**src/common/tcpm_map.vh**
```
// register map, field positions, mode codes and control reset value of the timer channel
`ifndef TCPM_MAP_VH
`define TCPM_MAP_VH

// ==========================================================
// register byte offsets
`define TCPM_OFS_A 8'h00
`define TCPM_OFS_B 8'h04
`define TCPM_OFS_CNT 8'h08
`define TCPM_OFS_CTRL 8'h0C
`define TCPM_OFS_STAT 8'h10

// ==========================================================
// channel_control_reg fields
`define TCPM_CTRL_FUNC_LSB 0
`define TCPM_CTRL_FUNC_MSB 3
`define TCPM_CTRL_MODE4 4
`define TCPM_CTRL_MODE5 5
`define TCPM_CTRL_MODE6 6
`define TCPM_CTRL_EDPOLB 7
`define TCPM_CTRL_EDBOTH 8
`define TCPM_CTRL_PRE_LSB 9
`define TCPM_CTRL_PRE_MSB 10
`define TCPM_CTRL_BUS_LSB 11
`define TCPM_CTRL_BUS_MSB 12
`define TCPM_CTRL_FRC_A 13
`define TCPM_CTRL_FRC_B 14
`define TCPM_CTRL_STORED_MSB 12
`define TCPM_CTRL_RST 13'h0000

// ==========================================================
// status register fields
`define TCPM_STAT_FLAG 0
`define TCPM_STAT_OUT 1
`define TCPM_STAT_IN 2

// ==========================================================
// function codes in the low mode bits
`define TCPM_FN_IDLE 4'h0
`define TCPM_FN_PEC 4'h1
`define TCPM_FN_QUADRATURE_DECODE_MODE 4'h2
`define TCPM_FN_WINDOWED_TIME_ACCUM_MODE 4'h3
`define TCPM_FN_MC 4'h4
`define TCPM_FN_PWFM 4'h5

`endif

```
**src/core/tcpm_channel.v**
```verilog
// one timer channel: edge count, quadrature, time accumulation, modulus count, pwm
`timescale 1ns/1ps
`include "tcpm_map.vh"

// Notes on behaviour
// - mode bit 6 picks continuous or single-shot
// - match A clears counter, starts edge counting
// - match B stops counting, sets flag
// - continuous: next A match restarts counting
// - single-shot: A ignored until A rewritten
// - forces ignored in counting and modulus modes
// - quadrature uses neighbour channel's filtered input
// - quadrature: internal counter, flag on A1 equal
// - bit 6 clear: direction here, count neighbour
// - bit 6 set: phase A here, B neighbour
// - prescaler sets accumulation increment rate
// - accumulate while input equals polarity bit
// - modulus clock internal or input edge
// - up mode: A1 match flags, clears counter
// - up/down: turn at A1, B1 zero
// - A writes take effect at once
// - pwm: B2 to B1 now or at A1
// - pwm: A sets polarity, B complement, clear
// - pwm flag on B, or both with bit 5
// - forces act like matches without flag
// - A equals B gives 100%, A zero 0%
module tcpm_channel #(
  parameter CW = 24
) (
  // clock and reset
  input wire core_clk_i,
  input wire nrst_i,
  // classic wishbone slave
  input wire wb_cyc_i,
  input wire wb_stb_i,
  input wire wb_we_i,
  input wire [7:0] wb_adr_i,
  input wire [3:0] wb_sel_i,
  input wire [31:0] wb_dat_i,
  output reg [31:0] wb_dat_o,
  output reg wb_ack_o,
  // time base and neighbour channel
  input wire [CW-1:0] cbus_i,
  input wire nbr_filt_i,
  input wire nbr_edge_polarity_i,
  // pin side
  input wire in_pin_i,
  output reg filt_o,
  output reg edge_polarity_o,
  output reg out_o,
  output reg flag_o
);

  // ==========================================================
  // state
  reg [CW-1:0] a1_q;
  reg [CW-1:0] b1_q;
  reg [CW-1:0] b2_q;
  reg [CW-1:0] cnt_q;
  reg [`TCPM_CTRL_STORED_MSB:0] ctrl_q;
  reg en_q;
  reg armed_q;
  reg down_q;
  reg ma_prev_q;
  reg mb_prev_q;
  reg [1:0] pre_cnt_q;
  reg sync1_q;
  reg sync2_q;
  reg filt_prev_q;
  reg nbr_prev_q;

  // ==========================================================
  // control fields
  wire [3:0] func = ctrl_q[`TCPM_CTRL_FUNC_MSB:`TCPM_CTRL_FUNC_LSB];
  wire mode4 = ctrl_q[`TCPM_CTRL_MODE4];
  wire mode5 = ctrl_q[`TCPM_CTRL_MODE5];
  wire mode6 = ctrl_q[`TCPM_CTRL_MODE6];
  wire edge_polarity_bit = ctrl_q[`TCPM_CTRL_EDPOLB];
  wire edge_both_select = ctrl_q[`TCPM_CTRL_EDBOTH];
  wire [1:0] channel_prescaler = ctrl_q[`TCPM_CTRL_PRE_MSB:`TCPM_CTRL_PRE_LSB];
  wire [1:0] bus_select = ctrl_q[`TCPM_CTRL_BUS_MSB:`TCPM_CTRL_BUS_LSB];

  wire is_pec = (func == `TCPM_FN_PEC);
  wire is_quadrature_decode_mode = (func == `TCPM_FN_QUADRATURE_DECODE_MODE);
  wire is_windowed_time_accum_mode = (func == `TCPM_FN_WINDOWED_TIME_ACCUM_MODE);
  wire is_mc = (func == `TCPM_FN_MC);
  wire is_pwfm = (func == `TCPM_FN_PWFM);

  // ==========================================================
  // wishbone decode; an access is served on the edge that raises ack
  wire req = wb_cyc_i & wb_stb_i & ~wb_ack_o;
  wire wr = req & wb_we_i;
  wire wr_a = wr & (wb_adr_i == `TCPM_OFS_A);
  wire wr_b = wr & (wb_adr_i == `TCPM_OFS_B);
  wire wr_cnt = wr & (wb_adr_i == `TCPM_OFS_CNT);
  wire wr_ctrl = wr & (wb_adr_i == `TCPM_OFS_CTRL);
  wire wr_stat = wr & (wb_adr_i == `TCPM_OFS_STAT);
  // forces are one-shot write bits, never stored
  wire frc_a = wr_ctrl & wb_dat_i[`TCPM_CTRL_FRC_A];
  wire frc_b = wr_ctrl & wb_dat_i[`TCPM_CTRL_FRC_B];

  // ==========================================================
  // input edges on the filtered pin and on the neighbour's filter
  wire rise = filt_o & ~filt_prev_q;
  wire fall = ~filt_o & filt_prev_q;
  wire qual_edge = edge_both_select ? (rise | fall) : (edge_polarity_bit ? rise : fall);
  wire nbr_rise = nbr_filt_i & ~nbr_prev_q;
  wire nbr_fall = ~nbr_filt_i & nbr_prev_q;

  // prescaled internal tick, divide by prescaler+1
  wire pre_tick = (pre_cnt_q == channel_prescaler);

  // ==========================================================
  // time base and comparators; bus_select zero takes the own counter
  wire [CW-1:0] tb = (bus_select == 2'b00) ? cnt_q : cbus_i;
  wire match_a = (tb == a1_q);
  wire match_b = (tb == b1_q);
  // window modes act once per match, not on every cycle it persists
  wire ma_new = match_a & ~ma_prev_q;
  wire mb_new = match_b & ~mb_prev_q;

  // ==========================================================
  // quadrature step and direction
  reg q_step;
  reg q_up;
  always @* begin
    q_step = 1'b0;
    q_up = 1'b0;
    if (!mode6) begin
      // count from neighbour, direction from own pin
      q_step = nbr_edge_polarity_i ? nbr_rise : nbr_fall;
      q_up = (filt_o == edge_polarity_bit);
    end else begin
      // phase A here, phase B on neighbour, every transition counts
      q_step = (filt_o ^ filt_prev_q) | (nbr_filt_i ^ nbr_prev_q);
      q_up = (filt_o ^ nbr_prev_q) ^ edge_polarity_bit;
    end
  end
  wire [CW-1:0] q_next = q_up ? cnt_q + 1'b1 : cnt_q - 1'b1;

  // pwm match on the own counter; zero in A never matches so output stays inactive
  wire pa = is_pwfm & (cnt_q == a1_q) & (a1_q != {CW{1'b0}});
  wire pb = is_pwfm & (cnt_q == b1_q);

  // ==========================================================
  // two flops on the pin, then the filter stage shared with the next channel
  always @(posedge core_clk_i or negedge nrst_i) begin
    if (!nrst_i) begin
      sync1_q <= 1'b0;
      sync2_q <= 1'b0;
      filt_o <= 1'b0;
      filt_prev_q <= 1'b0;
      nbr_prev_q <= 1'b0;
    end else begin
      sync1_q <= in_pin_i;
      sync2_q <= sync1_q;
      filt_o <= sync2_q;
      filt_prev_q <= filt_o;
      nbr_prev_q <= nbr_filt_i;
    end
  end

  // ==========================================================
  // bus answer: one wait state, unmapped reads give zero
  always @(posedge core_clk_i or negedge nrst_i) begin
    if (!nrst_i) begin
      wb_ack_o <= 1'b0;
      wb_dat_o <= 32'h00000000;
    end else begin
      wb_ack_o <= req;
      wb_dat_o <= 32'h00000000;
      if (req && !wb_we_i) begin
        if (wb_adr_i == `TCPM_OFS_A) begin
          wb_dat_o[CW-1:0] <= a1_q;
        end else if (wb_adr_i == `TCPM_OFS_B) begin
          wb_dat_o[CW-1:0] <= b1_q;
        end else if (wb_adr_i == `TCPM_OFS_CNT) begin
          wb_dat_o[CW-1:0] <= cnt_q;
        end else if (wb_adr_i == `TCPM_OFS_CTRL) begin
          wb_dat_o[`TCPM_CTRL_STORED_MSB:0] <= ctrl_q;
        end else if (wb_adr_i == `TCPM_OFS_STAT) begin
          wb_dat_o[`TCPM_STAT_FLAG] <= flag_o;
          wb_dat_o[`TCPM_STAT_OUT] <= out_o;
          wb_dat_o[`TCPM_STAT_IN] <= filt_o;
        end
      end
    end
  end

  // ==========================================================
  // control register and prescaler
  always @(posedge core_clk_i or negedge nrst_i) begin
    if (!nrst_i) begin
      ctrl_q <= `TCPM_CTRL_RST;
      edge_polarity_o <= 1'b0;
      pre_cnt_q <= 2'b00;
    end else begin
      if (wr_ctrl && wb_sel_i[0]) begin
        ctrl_q[7:0] <= wb_dat_i[7:0];
        edge_polarity_o <= wb_dat_i[`TCPM_CTRL_EDPOLB];
      end
      if (wr_ctrl && wb_sel_i[1]) begin
        ctrl_q[`TCPM_CTRL_STORED_MSB:8] <= wb_dat_i[`TCPM_CTRL_STORED_MSB:8];
      end
      // prescaler only paces internal increments
      if (pre_tick) begin
        pre_cnt_q <= 2'b00;
      end else begin
        pre_cnt_q <= pre_cnt_q + 2'b01;
      end
    end
  end

  // ==========================================================
  // channel engine: comparators, counter, flag and output flip-flop
  // later assignments win, so flag sets override a same-cycle clear
  always @(posedge core_clk_i or negedge nrst_i) begin
    if (!nrst_i) begin
      a1_q <= {CW{1'b0}};
      b1_q <= {CW{1'b0}};
      b2_q <= {CW{1'b0}};
      cnt_q <= {CW{1'b0}};
      en_q <= 1'b0;
      armed_q <= 1'b0;
      down_q <= 1'b0;
      ma_prev_q <= 1'b0;
      mb_prev_q <= 1'b0;
      out_o <= 1'b0;
      flag_o <= 1'b0;
    end else begin
      ma_prev_q <= match_a;
      mb_prev_q <= match_b;

      // software clear of the sticky flag
      if (wr_stat && wb_sel_i[0] && wb_dat_i[`TCPM_STAT_FLAG]) begin
        flag_o <= 1'b0;
      end

      // register A always lands in A1 at once
      if (wr_a) begin
        a1_q <= wb_dat_i[CW-1:0];
        armed_q <= 1'b1;
      end
      // register B lands in B2 and B1 outside modulus mode, which holds B1 at zero; pwm with bit 6 leaves B1 to the A1 match
      if (wr_b && !is_mc) begin
        b2_q <= wb_dat_i[CW-1:0];
        if (!(is_pwfm && mode6)) begin
          b1_q <= wb_dat_i[CW-1:0];
        end
      end
      if (is_mc) begin
        b1_q <= {CW{1'b0}};
      end

      // windowed edge counting and time accumulation
      if (is_pec || is_windowed_time_accum_mode) begin
        if (ma_new && (armed_q || !mode6)) begin
          cnt_q <= {CW{1'b0}};
          en_q <= 1'b1;
          if (mode6) begin
            armed_q <= 1'b0;
          end
        end else if (mb_new && en_q) begin
          en_q <= 1'b0;
          flag_o <= 1'b1;
        end else if (en_q) begin
          if (is_pec && qual_edge) begin
            cnt_q <= cnt_q + 1'b1;
          end
          if (is_windowed_time_accum_mode && pre_tick && (filt_o == edge_polarity_bit)) begin
            cnt_q <= cnt_q + 1'b1;
          end
        end
      end

      // quadrature decode keeps the counter it finds on entry
      if (is_quadrature_decode_mode && q_step) begin
        cnt_q <= q_next;
        if (q_next == a1_q) begin
          flag_o <= 1'b1;
        end
      end

      // modulus counter
      if (is_mc && (mode6 ? qual_edge : pre_tick)) begin
        if (!mode4) begin
          if (cnt_q == a1_q) begin
            cnt_q <= {CW{1'b0}};
            flag_o <= 1'b1;
          end else begin
            cnt_q <= cnt_q + 1'b1;
          end
        end else if (!down_q) begin
          if (cnt_q == a1_q) begin
            down_q <= 1'b1;
            flag_o <= 1'b1;
            cnt_q <= cnt_q - 1'b1;
          end else begin
            cnt_q <= cnt_q + 1'b1;
          end
        end else begin
          if (cnt_q == b1_q) begin
            down_q <= 1'b0;
            cnt_q <= cnt_q + 1'b1;
            if (mode5) begin
              flag_o <= 1'b1;
            end
          end else begin
            cnt_q <= cnt_q - 1'b1;
          end
        end
      end
      if (!is_mc || !mode4) begin
        down_q <= 1'b0;
      end

      // pwm with programmable period on the own counter, bus select ignored
      if (is_pwfm && pre_tick) begin
        if (pb) begin
          cnt_q <= {CW{1'b0}};
          out_o <= ~edge_polarity_bit;
          flag_o <= 1'b1;
        end else begin
          cnt_q <= cnt_q + 1'b1;
        end
        // A is applied after B so a shared value leaves the output active
        if (pa) begin
          out_o <= edge_polarity_bit;
          if (mode5) begin
            flag_o <= 1'b1;
          end
        end
        if ((cnt_q == a1_q) && mode6) begin
          b1_q <= b2_q;
        end
      end

      // forces act only in pwm mode and never touch the flag
      if (is_pwfm && frc_b) begin
        out_o <= ~edge_polarity_bit;
        cnt_q <= {CW{1'b0}};
      end
      if (is_pwfm && frc_a) begin
        out_o <= edge_polarity_bit;
      end

      // software load of the counter has the last word
      if (wr_cnt) begin
        cnt_q <= wb_dat_i[CW-1:0];
      end
    end
  end

endmodule // tcpm_channel

```
**config.mk**
```make
export PLATFORM = sky130hd
export DESIGN_NAME = tcpm_channel
export DESIGN_NICKNAME = d
export VERILOG_FILES = /design/src/core/tcpm_channel.v
export VERILOG_INCLUDE_DIRS = /design/src /design/src/common
export SDC_FILE = /design/constraint.sdc
export NUM_CORES = 1
export LEC_CHECK = 0
export ABC_AREA = 0
export BUFFER_PORTS_ARGS = -buffer_cell sky130_fd_sc_hd__buf_2
export CELL_PAD_IN_SITES_DETAIL_PLACEMENT = 1
export CELL_PAD_IN_SITES_GLOBAL_PLACEMENT = 2
export CORE_MARGIN = 5
export CORE_UTILIZATION = 34
export DETAILED_ROUTE_END_ITERATION = 6
export PLACE_DENSITY = 0.78
export SYNTH_ARGS = -nofsm -noshare
export SYNTH_HDL_FRONTEND = slang
export SYNTH_SLANG_ARGS = --single-unit
```
**constraint.sdc**
```tcl
create_clock -name core_clk_i -period 4.5 [get_ports core_clk_i]
set_clock_uncertainty 0.1 [all_clocks]
set_input_delay 0 -clock core_clk_i [delete_from_list [all_inputs] [get_ports core_clk_i]]
set_output_delay 0 -clock core_clk_i [all_outputs]
set_load 0.005 [all_outputs]
```
# Yosys cells after proc, flatten, opt, wreduce, memory -nomap -nowiden
# Index checks and enable logic that the tools add are counted.
# classes
n_eq_ne,17
reduce_logical,40
add_sub_neg,3
n_mux,72
bitwise,33
# ops
cell,count
$mux W24,27
$eq A24 B24 Y1,5
$mux W1,39
$add A24 B1 Y24 const B,1
$reduce_bool A24 Y1,1
$sub A24 B1 Y24 const B,1
$and A1 B1 Y1,19
$logic_and A1 B1 Y1,18
$eq A8 B4 Y1 const B,2
$mux W13,1
$mux W11,1
$mux W10,1
$eq A4 B2 Y1 const B,2
$eq A4 B3 Y1 const B,2
$eq A8 B3 Y1 const B,1
$eq A8 B5 Y1 const B,1
$logic_not A8 Y1,1
$not A1 Y1,8
$reduce_bool A8 Y1,1
$ne A7 B3 Y1 const B,1
$reduce_bool A7 Y1,1
$mux W3,2
$reduce_and A2 Y1,3
$reduce_bool A2 Y1,3
14 further kinds,23
# totals
regBits,149
in_bits,76
output_inout_bits,37

# Logic depth before layout (Yosys ltp)
# depth
ltp_word,21
ltp_mapped,13

# Worst setup path before layout
# Ideal clock, no wire load.
# synth_timing
kind,register to register
startpoint,reg cnt_q[0]
endpoint,reg flag_o
arrival_ns,3.152
stages_incl_launch_ff,12
slack_ns,1.172
period_less_slack_ns,3.328
setup_time_ns,0.076
cell_sequence,dfrtp_1 -> clkbuf_1 -> inv_1 -> ha_1 -> or4b_2 -> or4_1 -> nor3_2 -> o22ai_1 -> a21oi_1 -> nand4b_1 -> or4_1 -> o21ai_1
# synth_via
elab_chain_cells,18
word_cells_on_any_way,31
# synth_rtl
item,line_no,source
from (decl),tcpm_channel.v:59,reg [CW-1:0] cnt_q;
from (signal assigned),tcpm_channel.v:222,cnt_q <= {CW{1'b0}};
from (signal assigned),tcpm_channel.v:258,cnt_q <= {CW{1'b0}};
from (signal assigned),tcpm_channel.v:268,cnt_q <= cnt_q + 1'b1;
branches (longest 17 deep; another with $sub A24 B1 Y24),-,
$mux W1 (*),tcpm_channel.v:318,if (is_pwfm && pre_tick) begin
to (signal assigned),tcpm_channel.v:306,flag_o <= 1'b1;
to (signal assigned),tcpm_channel.v:322,flag_o <= 1'b1;
to (signal assigned),tcpm_channel.v:330,flag_o <= 1'b1;
to (decl),tcpm_channel.v:51,output reg flag_o
# Mark *: on every way between the ends.
# A chain may end at the register's enable or synchronous reset.

# Worst setup path in the final report
# layout_timing
startpoint,reg cnt_q[3]
endpoint,reg cnt_q[20]
# layout_via
elab_chain_cells,12
word_cells_on_any_way,34
# layout_rtl
item,line_no,source
$add A24 B1 Y24,-,
$mux W24,tcpm_channel.v:267,if (is_pec && qual_edge) begin
$mux W24,tcpm_channel.v:270,if (is_windowed_time_accum_mode && pre_tick && (filt_o == edge_polarity_bit)) begin
$mux W24,tcpm_channel.v:266,end else if (en_q) begin
$mux W24,tcpm_channel.v:263,end else if (mb_new && en_q) begin
$mux W24,tcpm_channel.v:257,if (ma_new && (armed_q || !mode6)) begin
$mux W24,tcpm_channel.v:256,if (is_pec || is_windowed_time_accum_mode) begin
$mux W24,tcpm_channel.v:277,if (is_quadrature_decode_mode && q_step) begin
$mux W24,tcpm_channel.v:285,if (is_mc && (mode6 ? qual_edge : pre_tick)) begin
$mux W24,tcpm_channel.v:318,
$mux W24,tcpm_channel.v:339,if (is_pwfm && frc_b) begin
$mux W24,tcpm_channel.v:348,if (wr_cnt) begin
# Parallel ways exist; a longest one is shown, timed or not. The select of a mux whose other input is x is not followed.

==> metrics <==
WL/cell=29.6 um; Synth area leader=dfrtp_1; outcome=finished with violations; Initial Util=0.345; CTS buffer count=17; vias per inst=6.26; Hold Vio Cnt, Final=0; WL final=55900 um; final setup vio count=0; final instance area=13500 um^2; startpoint class of the critical path=flop; GRT overflow=0; Synth Area in Compound Gates=0.220; dpl cell area=12500 um^2; Yosys warning total=0; reg2reg setup slack=0.40 ns; Initial DRC Count=1460; Max clock buf depth=2; Core ar.=32600 um^2; Setup Fix Bufs, Post-CTS=0; relative slew slack=0.183; Die Area=36900 um^2; Simple-Gate Fraction of Synth Area=0.182; period utilisation layout=0.912; Diodes inserted=0; cells along the critical path=xor2_1 > a2111oi_0 > buf_4 > nand4_1 > buf_4 > o41a_1 > or2_1 > a21o_1 > a311oi_1 > nor3_1 > o21ai_1; RSZ-0062 raised after global routing=no; initial antenna violation count=2; crit path capture type=flop; VDD IR-drop max=0.184 mV; critical path data arrival time=4.36 ns; Die Ht=192 um; Hold Crit Class=in -> reg; worst skew pair latency=0.45 ns; Net Sw Frac=0.357; vias in the first global route=12000; Worst path slowest cell=dfrtp_1; Int Pwr=0.00246 W; crit path buf inv count=2; global-route wire length before repair=81000 um; Flop pwr share=0.404; hold path endpoint=wb_dat_o[1]$_DFF_PN0_; post-synthesis adder-cell area fraction=0.00666; # clock sinks=148; failing checks=design-rule violations; row cnt=66; Worst EP required=4.76 ns; Placer Congestion=0.976; HPWL after DPL=42600 um; IO Count=113; hold depth=5; FMAX=244 MHz; Leak=5.62 nW; die width=192 um; max incr delay on CP=0.69 ns; Layout Nets=1514; largest net degree at the start of global routing=81; via count=11800; mux cell area share after synthesis=0.0925; DR DRC count=9; xor and xnor fraction of the mapped netlist area=0.108; Synth cell types=87; Port Buffer Count=94; layout cells sized above 1=0.215; Clk pin slew, worst setup/hold paths=0.08 ns; Max FO, Critical Path=10; average size of a mapped cell=8.68 um^2; clock group share of total power=0.393; Worst Reg-to-Reg Cells=11; CTS tree=done; combinational cell fraction of total power=0.203; largest family of logic cells by synthesized area=compound AO/OA/AOI/OAI gates; # Max-Cap Violations=0; Synth Instances=1298; area grow syn2layout=20.0%; min Tclk post-route=4.10 ns; WS Path Type=reg -> reg; CTS H-tree depth=4; actual slew at the worst max-slew pin=1.22 ns; ys async rst share=1.00; Net Sw Power=0.00137 W; Root Buffer=clkbuf_16; r2r startpoint=cnt_q[3]$_DFFE_PN0P_; sequential area share after synthesis=0.329; DR pass1 iterations=7; reg2reg end=cnt_q[20]$_DFFE_PN0P_; power per cell area=283 nW/um^2; Post-Syn Area=11300 um^2; Post-Route Setup TNS=0 ns; CP most frequent cell=buf_4; max-slew violation count=0; post-synthesis register bit count=148; CP delay by family, top=compound AO/OA/AOI/OAI gates; synth top area cells=dfrtp_1 33%, xnor2_1 6.7%, mux2_2 6.5%, xor2_1 3.7%, o21ai_0 3.6%; gr usage total=0.301; ANT nets after route=0; Top FF cell, synth=dfrtp_1; Synth top area share=0.329; hold_sp=wb_adr_i[1]; number of synthesized flops with an enable pin=0
==> cell families (layout without fill, tap and decap cells) <==
group	after synthesis	count (layout)
buffers and inverters	163	303
xor gates and xnor gates	136	136
other	1	8
muxes	96	96
DFF	148	148
AOI/OAI and AO/OA	359	359
adders and majority gates	6	6
and+or+nand+nor	389	389
==> cell type report <==
type,instances,area [um^2]
well taps,442,553
clock buffers,17,425
inverters,50,188
repair buffers,221,1520
flip-flops and latches,148,3700
fillers,3829,19100
multi-input cells,994,6930
clock inverters,15,199
==> cells in the final DEF (no fill, tap or decap), drive strengths merged, types with 9 or more instances in the layout <==
| cell | synthesis | routed |
|---|---|---|
| a22oi | 39 | 39 |
| clkbuf | 81 | 17 |
| inv | 49 | 56 |
| o211ai | 15 | 15 |
| dfrtp | 148 | 148 |
| and3 | 19 | 19 |
| or4 | 19 | 19 |
| nand3 | 33 | 33 |
| mux2i | 31 | 31 |
| nor4 | 24 | 24 |
| nand4 | 22 | 22 |
| clkinv | 1 | 9 |
| a31oi | 9 | 9 |
| xnor2 | 87 | 87 |
| buf | 32 | 185 |
| mux2 | 65 | 65 |
| nor2 | 62 | 62 |
| xor2 | 48 | 48 |
| o22ai | 22 | 22 |
| nor3 | 34 | 34 |
| dlygate4sd3 | 0 | 36 |
| nand2b | 17 | 17 |
| or3 | 14 | 14 |
| o21ai | 84 | 84 |
| a21oi | 62 | 62 |
| o221ai | 15 | 15 |
| nand2 | 104 | 104 |
| a221oi | 11 | 11 |
| a222oi | 11 | 11 |
| a211oi | 11 | 11 |
==> worst max-delay path by stage <==
stage	startpoint	to	cells after the start
after detailed placement	cnt_q[3]$_DFFE_PN0P_	cnt_q[4]$_DFFE_PN0P_	11
final	cnt_q[3]$_DFFE_PN0P_	cnt_q[20]$_DFFE_PN0P_	11
after global placement	cnt_q[3]$_DFFE_PN0P_	cnt_q[2]$_DFFE_PN0P_	11
after floorplan	cnt_q[0]$_DFFE_PN0P_	flag_o$_DFF_PN0_	11
after global routing	cnt_q[3]$_DFFE_PN0P_	cnt_q[4]$_DFFE_PN0P_	11
after CTS	cnt_q[3]$_DFFE_PN0P_	cnt_q[4]$_DFFE_PN0P_	11
==> stage by stage <==
stage / total power [W] / utilization / hold WS (ns) / cells / setup slack, ns
floorplan: 0.00194 / - / -0.396 / 1305 / 1.17
global placement: 0.00228 / 0.384 / -0.273 / 1819 / 0.561
detailed placement: 0.00229 / 0.384 / -0.275 / 1819 / 0.563
CTS: 0.00382 / 0.414 / 0.00677 / 1887 / 0.485
global route: 0.00395 / 0.414 / 0.0281 / 1887 / 0.354
finish: 0.00382 / 0.414 / 0.0299 / 1887 / 0.398
==> routing by layer <==
metal,vias up,track usage,part of all wire
met1,6039,0.397,0.41
met4,0,0.132,0.047
met3,133,0.0627,0.088
met5,-,0,0
li1,5051,-,-
met2,594,0.477,0.46
==> registers in the layout, indices dropped and copies added (netlist names), 2 cells and up <==
name       flops
a1_q          24
b1_q          24
b2_q          24
cnt_q         24
ctrl_q        12
pre_cnt_q      2
wb_dat_o      24
==> synth_stat cells, types with 4 or more instances <==
master / instances
a222oi_1: 11
clkbuf_1: 80
o2bb2ai_1: 8
a211oi_1: 11
buf_2: 14
mux2_2: 65
nor3_1: 32
and3_1: 19
a221oi_1: 11
a22o_1: 6
or2_2: 6
o2111ai_1: 6
nor4_1: 22
xor2_1: 47
o221ai_1: 15
o311ai_0: 4
o22ai_1: 22
nand4_1: 22
nand3_1: 33
or3_1: 13
buf_1: 5
o31ai_1: 7
nand2_1: 104
and4_1: 6
inv_1: 49
mux2i_1: 31
o211ai_1: 13
ha_1: 6
a22oi_1: 39
nor2_1: 62
xnor2_1: 86
a31oi_1: 9
dfrtp_1: 148
buf_4: 10
a21o_1: 8
and2_1: 6
nand2b_1: 17
o21ai_0: 80
o41ai_1: 5
nor2b_1: 8
a21oi_1: 62
or4_1: 17
==> what timing repair did <==
| action | CTS | global route |
|---|---|---|
| endpoints found under the hold margin | 260 | 0 |
| gates resized for setup | 0 | 0 |
| hold buffers | 36 | 0 |
| setup endpoints to repair | 0 | 0 |
==> power groups by stage <==
stage	clock (W)	sequential (W)	combinational [W]
after floorplan	0	0.00148	0.000461
after CTS	0.00152	0.00154	0.000760
after global routing	0.00159	0.00155	0.000821
after global placement	0	0.00156	0.000718
after detailed placement	0	0.00156	0.000730
final	0.00150	0.00154	0.000775
==> worst register-to-register path, cell delays in order, from the launching register on <==
cell and delay [ns]:
dfrtp_1 0.69, xor2_1 0.25, a2111oi_0 0.60, buf_4 0.22, nand4_1 0.08, buf_4 0.19, o41a_1 0.50, or2_1 0.51
a21o_1 0.26, a311oi_1 0.30, nor3_1 0.15, o21ai_1 0.17
Note: power is estimated with default switching activity, not from simulation.
